[config.mk]
export PLATFORM = sky130hd
export DESIGN_NAME = dac_startup_config
export DESIGN_NICKNAME = d
export VERILOG_FILES = /design/src/hdl/dac_cfg_pkg.sv /design/src/hdl/tick_div_if.sv /design/src/hdl/dac_startup_config.sv /design/src/hdl/tick_divider.sv
export SDC_FILE = /design/constraint.sdc
export NUM_CORES = 1
export LEC_CHECK = 0
export BUFFER_PORTS_ARGS = -buffer_cell sky130_fd_sc_hd__buf_2
export CAP_MARGIN = 40
export CORE_MARGIN = 3
export CORE_UTILIZATION = 57
export DETAILED_ROUTE_END_ITERATION = 16
export PLACE_DENSITY_LB_ADDON = 0.1
export SETUP_SLACK_MARGIN = 0.4
export SLEW_MARGIN = 30
export SYNTH_ARGS = -nofsm -noshare
export SYNTH_HDL_FRONTEND = slang
export SYNTH_SLANG_ARGS = --single-unit
[constraint.sdc]
create_clock -name sys_clk -period 8.72 [get_ports sys_clk]
set_input_delay 1.744 -clock sys_clk [delete_from_list [all_inputs] [get_ports sys_clk]]
set_output_delay 1.744 -clock sys_clk [all_outputs]
set_load 0.005 [all_outputs]
[src/hdl/dac_cfg_pkg.sv]
// Constants and register map of the converter start-up configuration block
// How it works
// - Register pll_bypass_select: 0x00 uses internal PLL, 0x01 bypasses it.
// - Bits 7:6 of pll_feedback_and_adc_clock_divider divide the ADC clock output by field plus one.
// - pll_predivider bits 1:0 hold predivider minus one; bits 7:2 keep 0x06.
// - Phase detector runs at reference rate divided by predivider.
// - Sync output pair is LVDS or CMOS; asserted it requests comma characters.
package dac_cfg_pkg;
   localparam int REG_COUNT = 16;
   localparam int ADDR_W = 15;
   localparam int INSTR_BITS = 16;
   localparam int DATA_BITS = 8;

   localparam int IDX_PORT_CFG = 0;
   localparam int IDX_CONV_PWR = 1;
   localparam int IDX_CLKRX_PWR = 2;
   localparam int IDX_BYPASS = 3;
   localparam int IDX_PHY_RST = 4;
   localparam int IDX_BOOT = 5;
   localparam int IDX_AUX_A = 6;
   localparam int IDX_AUX_B = 7;
   localparam int IDX_PREDIV = 8;
   localparam int IDX_PUMP = 9;
   localparam int IDX_REQ_A = 10;
   localparam int IDX_REQ_B = 11;
   localparam int IDX_REQ_C = 12;
   localparam int IDX_FBDIV = 13;
   localparam int IDX_REQ_D = 14;
   localparam int IDX_REQ_E = 15;

   localparam logic [ADDR_W-1:0] REG_ADDR [REG_COUNT] = '{
      15'h000, 15'h090, 15'h091, 15'h095, 15'h206, 15'h705, 15'h790, 15'h791,
      15'h793, 15'h794, 15'h796, 15'h797, 15'h798, 15'h799, 15'h7a0, 15'h7a2};
   localparam logic [7:0] REG_RESET [REG_COUNT] = '{
      8'h00, 8'h01, 8'h01, 8'h00, 8'h00, 8'h00, 8'h00, 8'h00,
      8'h18, 8'h08, 8'h00, 8'h00, 8'h00, 8'h00, 8'h00, 8'h00};

   localparam logic [ADDR_W-1:0] ADDR_VCO_RESET = 15'h792;
   localparam logic [ADDR_W-1:0] ADDR_PLL_STATUS = 15'h7b5;

   localparam logic [7:0] SOFT_RESET_MASK = 8'h81;
   localparam int FOUR_WIRE_BIT = 4;
   localparam int VCO_RESET_BIT = 1;
   localparam int BYPASS_BIT = 0;
   localparam int PWR_DOWN_BIT = 0;
   localparam int PREDIV_LSB = 0;
   localparam int ADC_DIV_LSB = 6;
   localparam int FBDIV_W = 6;
   localparam int PUMP_W = 6;
   localparam int RATIO_W = 2;
   localparam logic [2:0] PIN_IDLE = 3'h4;
   localparam int LOCK_DEFAULT_CYCLES = 1000;

   typedef enum logic [1:0] {ST_INSTR, ST_DATA, ST_HOLD} spi_state_e;
endpackage : dac_cfg_pkg

[src/hdl/tick_div_if.sv]
// Bundle between the configuration block and a tick divider
`timescale 1ns/1ps
interface tick_div_if;
   logic tick_in;
   logic [1:0] ratio_m1;
   logic tick_out;
   modport ctrl (output tick_in, output ratio_m1, input tick_out);
   modport div (input tick_in, input ratio_m1, output tick_out);
endinterface : tick_div_if

[src/hdl/dac_startup_config.sv]
// Serial-port register map and clock controls set up at converter start-up
`timescale 1ns/1ps
module dac_startup_config
   import dac_cfg_pkg::*;
#(
   parameter int unsigned LOCK_CYCLES = LOCK_DEFAULT_CYCLES
)
(
   input wire logic sys_clk,
   input wire logic sys_rst,
   input wire logic spi_cs_n,
   input wire logic spi_sclk,
   input wire logic sdio_in,
   output logic sdio_out,
   output logic sdio_oe_n,
   output logic sdo_out,
   output logic sdo_oe_n,
   input wire logic ref_tick,
   input wire logic dac_tick,
   output logic pfd_tick,
   output logic adc_clk_tick,
   output logic converter_power_down,
   output logic clock_receiver_power_down,
   output logic phy_reset,
   output logic boot_loader_en,
   output logic pll_bypass,
   output logic [PUMP_W-1:0] pump_current_setting,
   output logic [FBDIV_W-1:0] feedback_divider,
   output logic pll_locked,
   output logic four_wire_mode,
   input wire logic sync_request_in,
   input wire logic sync_cmos_select,
   output logic link_sync_request_output,
   output logic sync_lvds_en,
   output logic sync_cmos_en
);
   // ----------------------------------------
   // Pin filtering: {cs_n, sclk, sdio}
   // ----------------------------------------
   logic [2:0] pin_s1, pin_s2, pin_s3, pin_f;
   logic sclk_d;
   logic sclk_rise, sclk_fall, cs_active, sdio_bit;

   always_ff @(posedge sys_clk or posedge sys_rst)
   begin
      if (sys_rst)
      begin
         pin_s1 <= PIN_IDLE;
         pin_s2 <= PIN_IDLE;
         pin_s3 <= PIN_IDLE;
         pin_f <= PIN_IDLE;
         sclk_d <= 1'b0;
      end
      else
      begin
         pin_s1 <= {spi_cs_n, spi_sclk, sdio_in};
         pin_s2 <= pin_s1;
         pin_s3 <= pin_s2;
         // A bit moves only when the last two stages agree
         pin_f <= (pin_s2 & pin_s3) | (pin_f & (pin_s2 ^ pin_s3));
         sclk_d <= pin_f[1];
      end
   end

   assign cs_active = ~pin_f[2];
   assign sclk_rise = cs_active & pin_f[1] & ~sclk_d;
   assign sclk_fall = cs_active & ~pin_f[1] & sclk_d;
   assign sdio_bit = pin_f[0];

   // ----------------------------------------
   // Serial transaction
   // ----------------------------------------
   spi_state_e state;
   logic [4:0] bit_cnt;
   logic [INSTR_BITS-1:0] instr;
   logic [DATA_BITS-1:0] wr_byte, rd_shift;
   logic wr_pulse, rd_op;
   logic [ADDR_W-1:0] wr_addr;
   logic [INSTR_BITS-1:0] next_instr;
   logic [7:0] regs [REG_COUNT];
   logic [7:0] rd_value;

   assign next_instr = {instr[INSTR_BITS-2:0], sdio_bit};

   function automatic logic [4:0] find_reg(input logic [ADDR_W-1:0] addr);
      logic [4:0] hit;
      hit = 5'h10;
      for (int i = 0; i < REG_COUNT; i++)
         if (REG_ADDR[i] == addr)
            hit = 5'(i);
      return hit;
   endfunction : find_reg

   always_comb
   begin
      logic [4:0] idx;
      idx = find_reg(next_instr[ADDR_W-1:0]);
      if (next_instr[ADDR_W-1:0] == ADDR_PLL_STATUS)
         rd_value = {7'h0, pll_locked};
      else if (!idx[4])
         rd_value = regs[idx[3:0]];
      else
         rd_value = 8'h00;
   end

   always_ff @(posedge sys_clk or posedge sys_rst)
   begin
      if (sys_rst)
      begin
         state <= ST_INSTR;
         bit_cnt <= 5'h0;
         instr <= '0;
         wr_byte <= '0;
         rd_shift <= '0;
         rd_op <= 1'b0;
         wr_pulse <= 1'b0;
         wr_addr <= '0;
      end
      else
      begin
         wr_pulse <= 1'b0;
         if (!cs_active)
         begin
            // Chip select high aborts a partial transaction
            state <= ST_INSTR;
            bit_cnt <= 5'h0;
            rd_op <= 1'b0;
         end
         else if (sclk_rise)
         begin
            case (state)
               ST_INSTR:
               begin
                  instr <= next_instr;
                  if (bit_cnt == 5'(INSTR_BITS - 1))
                  begin
                     state <= ST_DATA;
                     bit_cnt <= 5'h0;
                     rd_op <= next_instr[INSTR_BITS-1];
                     rd_shift <= rd_value;
                  end
                  else
                     bit_cnt <= bit_cnt + 5'h1;
               end
               ST_DATA:
               begin
                  wr_byte <= {wr_byte[DATA_BITS-2:0], sdio_bit};
                  if (bit_cnt == 5'(DATA_BITS - 1))
                  begin
                     state <= ST_HOLD;
                     wr_pulse <= ~rd_op;
                     wr_addr <= instr[ADDR_W-1:0];
                  end
                  bit_cnt <= bit_cnt + 5'h1;
               end
               default:
                  state <= ST_HOLD;
            endcase
         end
         else if (sclk_fall && state == ST_DATA && bit_cnt != 5'h0)
            rd_shift <= {rd_shift[DATA_BITS-2:0], 1'b0};
      end
   end

   // Read data leaves on sdio in 3-wire mode, on sdo in 4-wire mode
   logic drive_rd;
   assign drive_rd = cs_active && rd_op && state == ST_DATA;
   assign sdio_out = rd_shift[DATA_BITS-1];
   assign sdo_out = rd_shift[DATA_BITS-1];
   assign sdio_oe_n = ~(drive_rd & ~four_wire_mode);
   assign sdo_oe_n = ~(drive_rd & four_wire_mode);

   // ----------------------------------------
   // Register file
   // ----------------------------------------
   logic soft_reset;
   logic [4:0] wr_idx;
   assign wr_idx = find_reg(wr_addr);
   assign soft_reset = wr_pulse && wr_addr == REG_ADDR[IDX_PORT_CFG]
                       && (wr_byte & SOFT_RESET_MASK) != 8'h00;

   always_ff @(posedge sys_clk or posedge sys_rst)
   begin
      if (sys_rst)
         regs <= REG_RESET;
      else if (soft_reset)
         // Reset bits clear themselves; the rest of the map returns to defaults
         regs <= REG_RESET;
      else if (wr_pulse && !wr_idx[4])
         regs[wr_idx[3:0]] <= wr_byte;
   end

   assign four_wire_mode = regs[IDX_PORT_CFG][FOUR_WIRE_BIT];
   assign converter_power_down = regs[IDX_CONV_PWR][PWR_DOWN_BIT];
   assign clock_receiver_power_down = regs[IDX_CLKRX_PWR][PWR_DOWN_BIT];
   assign phy_reset = ~regs[IDX_PHY_RST][0];
   assign boot_loader_en = regs[IDX_BOOT][0];
   assign pll_bypass = regs[IDX_BYPASS][BYPASS_BIT];
   assign pump_current_setting = regs[IDX_PUMP][PUMP_W-1:0];
   assign feedback_divider = regs[IDX_FBDIV][FBDIV_W-1:0];

   // ----------------------------------------
   // Lock model
   // ----------------------------------------
   logic vco_hold;
   logic [31:0] lock_cnt;

   always_ff @(posedge sys_clk or posedge sys_rst)
   begin
      if (sys_rst)
      begin
         vco_hold <= 1'b0;
         lock_cnt <= '0;
         pll_locked <= 1'b0;
      end
      else
      begin
         if (wr_pulse && wr_addr == ADDR_VCO_RESET)
            vco_hold <= wr_byte[VCO_RESET_BIT];
         // An external clock leaves the PLL idle, so lock clears the cycle after bypass sets and stays low
         if (soft_reset || vco_hold || pll_bypass)
         begin
            lock_cnt <= '0;
            pll_locked <= 1'b0;
         end
         else if (!pll_locked)
         begin
            lock_cnt <= lock_cnt + 32'h1;
            pll_locked <= lock_cnt >= 32'(LOCK_CYCLES - 1);
         end
      end
   end

   // ----------------------------------------
   // Dividers
   // ----------------------------------------
   tick_div_if pfd_bus();
   tick_div_if adc_bus();

   assign pfd_bus.tick_in = ref_tick;
   assign pfd_bus.ratio_m1 = regs[IDX_PREDIV][PREDIV_LSB +: RATIO_W];
   assign pfd_tick = pfd_bus.tick_out;
   assign adc_bus.tick_in = dac_tick;
   assign adc_bus.ratio_m1 = regs[IDX_FBDIV][ADC_DIV_LSB +: RATIO_W];
   assign adc_clk_tick = adc_bus.tick_out;

   tick_divider u_pfd_div (.sys_clk(sys_clk), .sys_rst(sys_rst), .bus(pfd_bus));
   tick_divider u_adc_div (.sys_clk(sys_clk), .sys_rst(sys_rst), .bus(adc_bus));

   // ----------------------------------------
   // Link sync output
   // ----------------------------------------
   always_ff @(posedge sys_clk or posedge sys_rst)
   begin
      if (sys_rst)
      begin
         link_sync_request_output <= 1'b0;
         sync_lvds_en <= 1'b1;
         sync_cmos_en <= 1'b0;
      end
      else
      begin
         // Any glitch here forces a resync of the link, so it is registered
         link_sync_request_output <= sync_request_in;
         sync_lvds_en <= ~sync_cmos_select;
         sync_cmos_en <= sync_cmos_select;
      end
   end
endmodule : dac_startup_config

[src/hdl/tick_divider.sv]
// Divides a tick stream by a programmable ratio of one to four
`timescale 1ns/1ps
module tick_divider
   import dac_cfg_pkg::*;
(
   input wire logic sys_clk,
   input wire logic sys_rst,
   tick_div_if.div bus
);
   logic [1:0] cnt;
   logic [2:0] seen;
   logic [1:0] ratio_d;
   logic primed;

   // ----------------------------------------
   // Divider
   // ----------------------------------------
   always_ff @(posedge sys_clk or posedge sys_rst)
   begin
      if (sys_rst)
      begin
         cnt <= 2'h0;
         bus.tick_out <= 1'b0;
      end
      else
      begin
         // Ratio lowered mid-period wraps on the next input tick
         bus.tick_out <= bus.tick_in && (cnt >= bus.ratio_m1);
         if (bus.tick_in)
            cnt <= (cnt >= bus.ratio_m1) ? 2'h0 : cnt + 2'h1;
      end
   end

   // ----------------------------------------
   // Checks
   // ----------------------------------------
   always_ff @(posedge sys_clk or posedge sys_rst)
   begin
      if (sys_rst)
      begin
         seen <= 3'h0;
         ratio_d <= 2'h0;
         primed <= 1'b0;
      end
      else
      begin
         if (bus.tick_out)
            seen <= {2'h0, bus.tick_in};
         else
            seen <= seen + {2'h0, bus.tick_in};
         ratio_d <= bus.ratio_m1;
         if (bus.ratio_m1 != ratio_d)
            primed <= 1'b0;
         else if (bus.tick_out)
            primed <= 1'b1;
      end
   end
endmodule : tick_divider

==> results.md, run 1 <==
* Total gr overflow at 0
* Ys async rst share at 100%
* CP required at 9120 ps
* Multiplexer share of the synthesized area at 10.7%
* ANT nets after route at 0
* CTS sink cnt at 239
* Largest family of logic cells by synthesized area: simple AND/OR/NAND/NOR gates
* Synth unique cells at 82
* Final setup viols at 0
* CP peak stage delay at 670 ps
* Syn Nets at 1273
* Drc violations at 0
* CTS clock-pin slew for the worst setup and hold paths at 70 ps
* Hold Fails Final Rpt at 0
* Critical-path maximum fanout at 35
* Via count at 9864
* Syn Inst Count at 1254
* Post-layout min period at 3810 ps
* Int Power at 2.02 mW
* Setup TNS at 0 ps
* Crit share post-route at 43.7%
* Starting DRC count in detailed routing at 902
* Gpl congestion at 0.928
* N_diodes at 0
* Largest net degree at the start of global routing at 155
* All-Layer GR Usage at 28.3%
* Root Driver: clkbuf_16
* CP delay by family, top: compound AO/OA/AOI/OAI gates
* P&R area growth vs syn at 10.8%
* Synth warn at 0
* CP Class: flip-flop to flip-flop
* Slew Limit Fails at 0
* IO Port Bufs at 36
* Cell Chain, Critical Path: or4_1, o22ai_2, a21o_1, buf_4, mux4_2, a2111oi_0, a21oi_1
* Fmax at 262 MHz
* Worst EP arrival at 4210 ps
* Leak Pwr at 6.39 nW
* Slew @ Worst Pin at 852 ps
* Combinational Power Share at 8.0%
* Initial antenna violation count at 0
* Critical path buffers and inverters at 1
* Row cnt at 53
* CP startpoint: instr[1]$_DFFE_PP0P_
* Yosys reg bits at 239
* Most common cell after layout, fill and taps aside: dfrtp_1
* Final Skew at 15.6 ps
* Cell area after synthesis at 12400 um^2
* Post-Synth Adder-Cell Area at 1.01%
* Share of layout cells above drive strength 1 at 15.0%
* Die Span Y at 153 um
* Simple-gate share of the synthesized area at 19.4%
* CP startpoint kind: flip-flop
* Die Wd at 153 um
* Mean post-synth cell area at 9.88 um^2
* Clock network fraction of design power at 46.8%
* H-tree levels at 1
* WL final at 33600 um
* Post-CTS Setup Inserts at 0
* CP max-delay cell: or4_1
* RR Startpoint: instr[1]$_DFFE_PP0P_
* Worst hold margin at 350 ps
* Worst hold path class: flip-flop to flip-flop
* Worst Hold Launch: pin_s1[1]$_DFF_PP0_
* Cell taking the most area after synthesis: dfrtp_1
* Die area at 23500 um^2
* Max Cap Viol at 0
* Register area share after synthesis at 48.4%
* Dominant synthesized flop cell: dfrtp_1
* Highest-count cells in the layout ignoring fill and taps: dfrtp_1 (229), nor2_1 (134), nand2_1 (123)
* CTS max path bufs at 3
* Post-cts sizing count at 0
* Status: finished clean
* Post-Synth XOR/XNOR Area at 2.47%
* Number of flops mapped to enable cells by yosys at 0
* Clock latency on the worst-skew pair at 530 ps
* Post-layout util at 64.7%
* Post-DP HPWL at 22300 um
* First-pass GRT wire length at 53800 um
* Top cells by area, synth: dfrtp_1 (46%), mux2i_1 (5.8%), nor2_1 (4.1%)
* RSZ-0062 raised after global routing: no
* Psw at 0.652 mW
* Starting Density at 58.4%
* IO Count at 37
* Routed vias/inst at 6.42
* Synth Area in Compound Gates at 13.4%
* Max-slew headroom at 43.2%
* Pre-antenna DRT Iters at 5
* Final nets at 1261
* WL per Instance at 21.9 um
* Max VDD drop at 0.000171 V
* Vias in the first global route at 9497
* CTS Buf Count at 27
* Core area at 21200 um^2
* Crit end category: flip-flop
* TritonCTS clock tree: yes
* Hold_buf cts at 0
* Switch share at 24.4%
* Sequential power share at 45.2%
* Pwr dens at 195 nW/um^2
* Synth top area share at 46.2%
[area by class of cell]
cell class	count	area, um^2
well taps	275	344
fillers	1763	7490
repair buffers	56	414
flip-flops and latches	239	5990
clock inverters	13	201
inverters	30	125
multi-input cells	888	5850
clock buffers	36	800
[registers in the layout, summed over array words and instances, names as in the netlist, 3 cells and up]
register and count:
pin_s2 3, lock_cnt 32, bit_cnt 5, wr_addr 15, feedback_divider 6, wr_byte 8
pin_s3 3, rd_shift 8, pin_f 3, pump_current_setting 6, regs 107, pin_s1 3
instr 15
[power by group through the flow]
stage	Clock (mW)	Sequential, mW	Combinational [mW]
4_1_cts	1.27	1.21	0.212
3_3_place_gp	0	1.22	0.205
6_report	1.25	1.21	0.214
3_5_place_dp	0	1.23	0.210
5_1_grt	1.31	1.21	0.240
2_1_floorplan	0	1.18	0.195
[Yosys cell counts, types with 14 or more instances]
cell type / count
dfrtp_1: 229
nor2_1: 135
and3_1: 14
a2111oi_0: 16
inv_1: 30
a21oi_1: 52
mux2_2: 37
buf_2: 19
mux2i_1: 72
o21ai_1: 22
clkbuf_1: 57
nand2_1: 123
buf_4: 17
o21ai_0: 46
a211oi_1: 18
nor4_1: 15
nand3_1: 72
nand4_1: 25
xor2_1: 23
[through the flow]
step	power [mW]	instance area [um^2]	std cells	setup WS [ps]
6_report	2.67	13700	1537	4910
2_1_floorplan	1.38	12400	1254	433
3_3_place_gp	1.43	12600	1479	4640
4_1_cts	2.69	13600	1532	4980
5_1_grt	2.77	13700	1537	4760
3_5_place_dp	1.44	12600	1483	4990
[final timing paths]
path                                                         end  depth (start not counted)  slack, ps
max                                      rd_shift[4]$_DFFE_PP0P_                          7       4910
min                                          pin_s2[1]$_DFF_PP0_                          0        350
max reg2reg                              rd_shift[4]$_DFFE_PP0P_                          7       4910
min reg2reg                                  pin_s2[1]$_DFF_PP0_                          0        350
max in group asynchronous  clock_receiver_power_down$_DFFE_PP1P_                          5       6110
min in group asynchronous                     wr_pulse$_DFF_PP0_                          2       1160
[logic make-up after synthesis]
logic type,after synthesis
compound gates,247
mux,117
xor+xnor,35
simple gates,479
buf+inv,127
flops,239
fa+ha+maj,10
[per-layer routing]
metal / vias up / wire, um / share of wire, % / GRT usage [%]
met2: 422 / 14900 / 44 / 42.2
met1: 4879 / 15100 / 45 / 43.4
met5: - / 0 / 0 / 0
met4: 0 / 883 / 2.6 / 7.57
li1: 4496 / - / - / -
met3: 67 / 2680 / 8.0 / 4.47
(Power assumes the default switching activity.)
==> run 2, diff against run 1 <==
- clock period: 8.72 -> 3.5 ns (I/O delays scaled with it)
==> run 2 against run 1 <==
  * Global-route usage rose by 1.0 points
  * Critical path type unchanged
  * Largest power group is now sequential cells
  * Clock-buffer cell count rose by 4
  * Worst hold slack got worse by 280 ps
  * Via count rose by 0.80%
  * Cell area rose by 2.3%
  * Combinational power rose to 3.2 times the previous value
  * Critical path depth rose by 2
==> results.md, run 2 (synthesis results as in run 1) <==
* Status: finished clean
* Largest net degree at the start of global routing at 150
* Starting DRC count in detailed routing at 1033
* IO Port Bufs at 36
* Share of layout cells above drive strength 1 at 18.1%
* Post-layout min period at 3090 ps
* Gpl congestion at 0.998
* IO Count at 37
* RR Startpoint: instr[9]$_DFFE_PP0P_
* TritonCTS clock tree: yes
* Final Skew at 12.7 ps
* Setup TNS at 0 ps
* Core area at 21200 um^2
* Reg with most FFs: regs
* Placed cells at 1525
* CP Class: flip-flop to flip-flop
* CTS sink cnt at 239
* H-tree levels at 1
* Total power after layout at 6.54 mW
* Pre-CTS worst setup slack at 271 ps
* Initial antenna violation count at 0
* Root Driver: clkbuf_16
* Vias in the first global route at 9706
* Slew Limit Fails at 0
* Worst hold path class: input port to asynchronous set/reset pin
* CTS Buf Count at 27
* Routed vias/inst at 6.30
* CTS max path bufs at 3
* Total gr overflow at 0
* Fmax at 324 MHz
* Top flop regs: regs x107, lock_cnt x32
* ANT nets after route at 0
* Worst r2r dst: rd_shift[3]$_DFFE_PP0P_
* Via count at 9943
* Area of placed instances at 13000 um^2
* Die area at 23500 um^2
* RSZ-0062 raised after global routing: yes
* Pwr dens at 466 nW/um^2
* Highest-count cells in the layout ignoring fill and taps: dfrtp_1 (228), nor2_1 (132), nand2_1 (123)
* Most common cell after layout, fill and taps aside: dfrtp_1
* Max VDD drop at 0.000465 V
* First-pass GRT wire length at 55600 um
* Finished Layout Cells at 1578
* CTS clock-pin slew for the worst setup and hold paths at 60 ps
* WL per Instance at 21.9 um
* All-Layer GR Usage at 29.3%
* CP required at 3900 ps
* Final setup viols at 0
* Crit share post-route at 88.2%
* Clock latency on the worst-skew pair at 530 ps
* Starting Density at 58.4%
* Max reg flops at 107
* Leak Pwr at 6.54 nW
* Row cnt at 53
* Hold_buf cts at 0
* P&R area growth vs syn at 13.3%
* Max-slew headroom at 40.7%
* Final nets at 1303
* N_diodes at 0
* Setup slack, reg-to-reg at 410 ps
* Max Cap Viol at 0
* Die Wd at 153 um
* Worst r2r path cells at 9
* Critical-path maximum fanout at 12
* Drc violations at 0
* Worst EP arrival at 3480 ps
* Pre-antenna DRT Iters at 6
* Final instance area at 14000 um^2
* WL final at 34500 um
* Crit end category: flip-flop
* Slew @ Worst Pin at 890 ps
* CP startpoint kind: flip-flop
* Die Span Y at 153 um
* Post-DP HPWL at 23600 um
* Hold Fails Final Rpt at 0
* Worst Setup Slack, final at 412 ps
-- run 2: cell types whose count changed in the layout (fill, tap and decap cells not counted), moves of 3 or more --
| cell | before | now |
|---|---|---|
| a2111oi_0 | 16 | 9 |
| a2111oi_1 | 1 | 6 |
| buf_12 | 0 | 3 |
| buf_16 | 3 | 0 |
| buf_4 | 11 | 53 |
| clkbuf_1 | 0 | 6 |
-- run 2: what timing repair did --
action,CTS,global route
pin swaps,1,5
endpoints found under the setup margin,7,41
setup buffers,0,4
resized for setup,7,23
-- run 2: cell type report --
class / instances / area (um^2)
Clock buffer: 40 / 795
Clock inverter: 8 / 120
Fill cell: 1733 / 7180
Inverter: 30 / 116
Multi-Input combinational cell: 888 / 5960
Sequential cell: 239 / 5990
Tap cell: 275 / 344
Timing Repair Buffer: 98 / 713
-- run 2: metrics by stage --
stage          utilization, %  hold WS, ps
5_1_grt                  66.2         72.3
3_3_place_gp             60.9          336
2_1_floorplan               -          331
6_report                 66.2         69.1
3_5_place_dp             61.1          344
4_1_cts                  65.5         56.3
-- run 2: worst max-delay path, stage by stage, from the launching register on --
cell       delay (ps)
dfrtp_1           440
buf_4             180
or4b_4            510
a2111oi_4         390
buf_6             240
a211oi_1           70
a2111oi_0         410
a211oi_1          120
a2111oi_1         500
nor4_1            110
-- run 2: power by group --
group / total, mW / internal (mW) / switching, mW
logic: 0.676 / 0.274 / 0.402
registers: 2.96 / 2.85 / 0.105
clock network: 2.91 / 1.78 / 1.13
total: 6.54 / 4.91 / 1.63
-- run 2: worst max path at each step --
stage	slack [ps]	endpoint	from	cells past startpoint
floorplan	-330	adc_bus.ratio_m1[0]$_DFFE_PP0P_	sys_rst	1
global placement	110	rd_shift[1]$_DFFE_PP0P_	instr[1]$_DFFE_PP0P_	8
detailed placement	270	rd_shift[1]$_DFFE_PP0P_	instr[1]$_DFFE_PP0P_	9
CTS	380	rd_shift[1]$_DFFE_PP0P_	instr[12]$_DFFE_PP0P_	9
global route	290	regs[79]$_DFFE_PP0P_	wr_addr[2]$_DFFE_PP0P_	7
finish	410	rd_shift[3]$_DFFE_PP0P_	instr[9]$_DFFE_PP0P_	9
-- run 2: metal layers --
layer	wire, um	global-route usage [%]	part of all wire (%)	up-vias
met5	0	0.621	0	-
met4	1010	8.12	2.9	0
met3	2660	4.30	7.7	57
met2	15200	42.7	44	418
met1	15700	46.0	45	4887
li1	-	-	-	4581
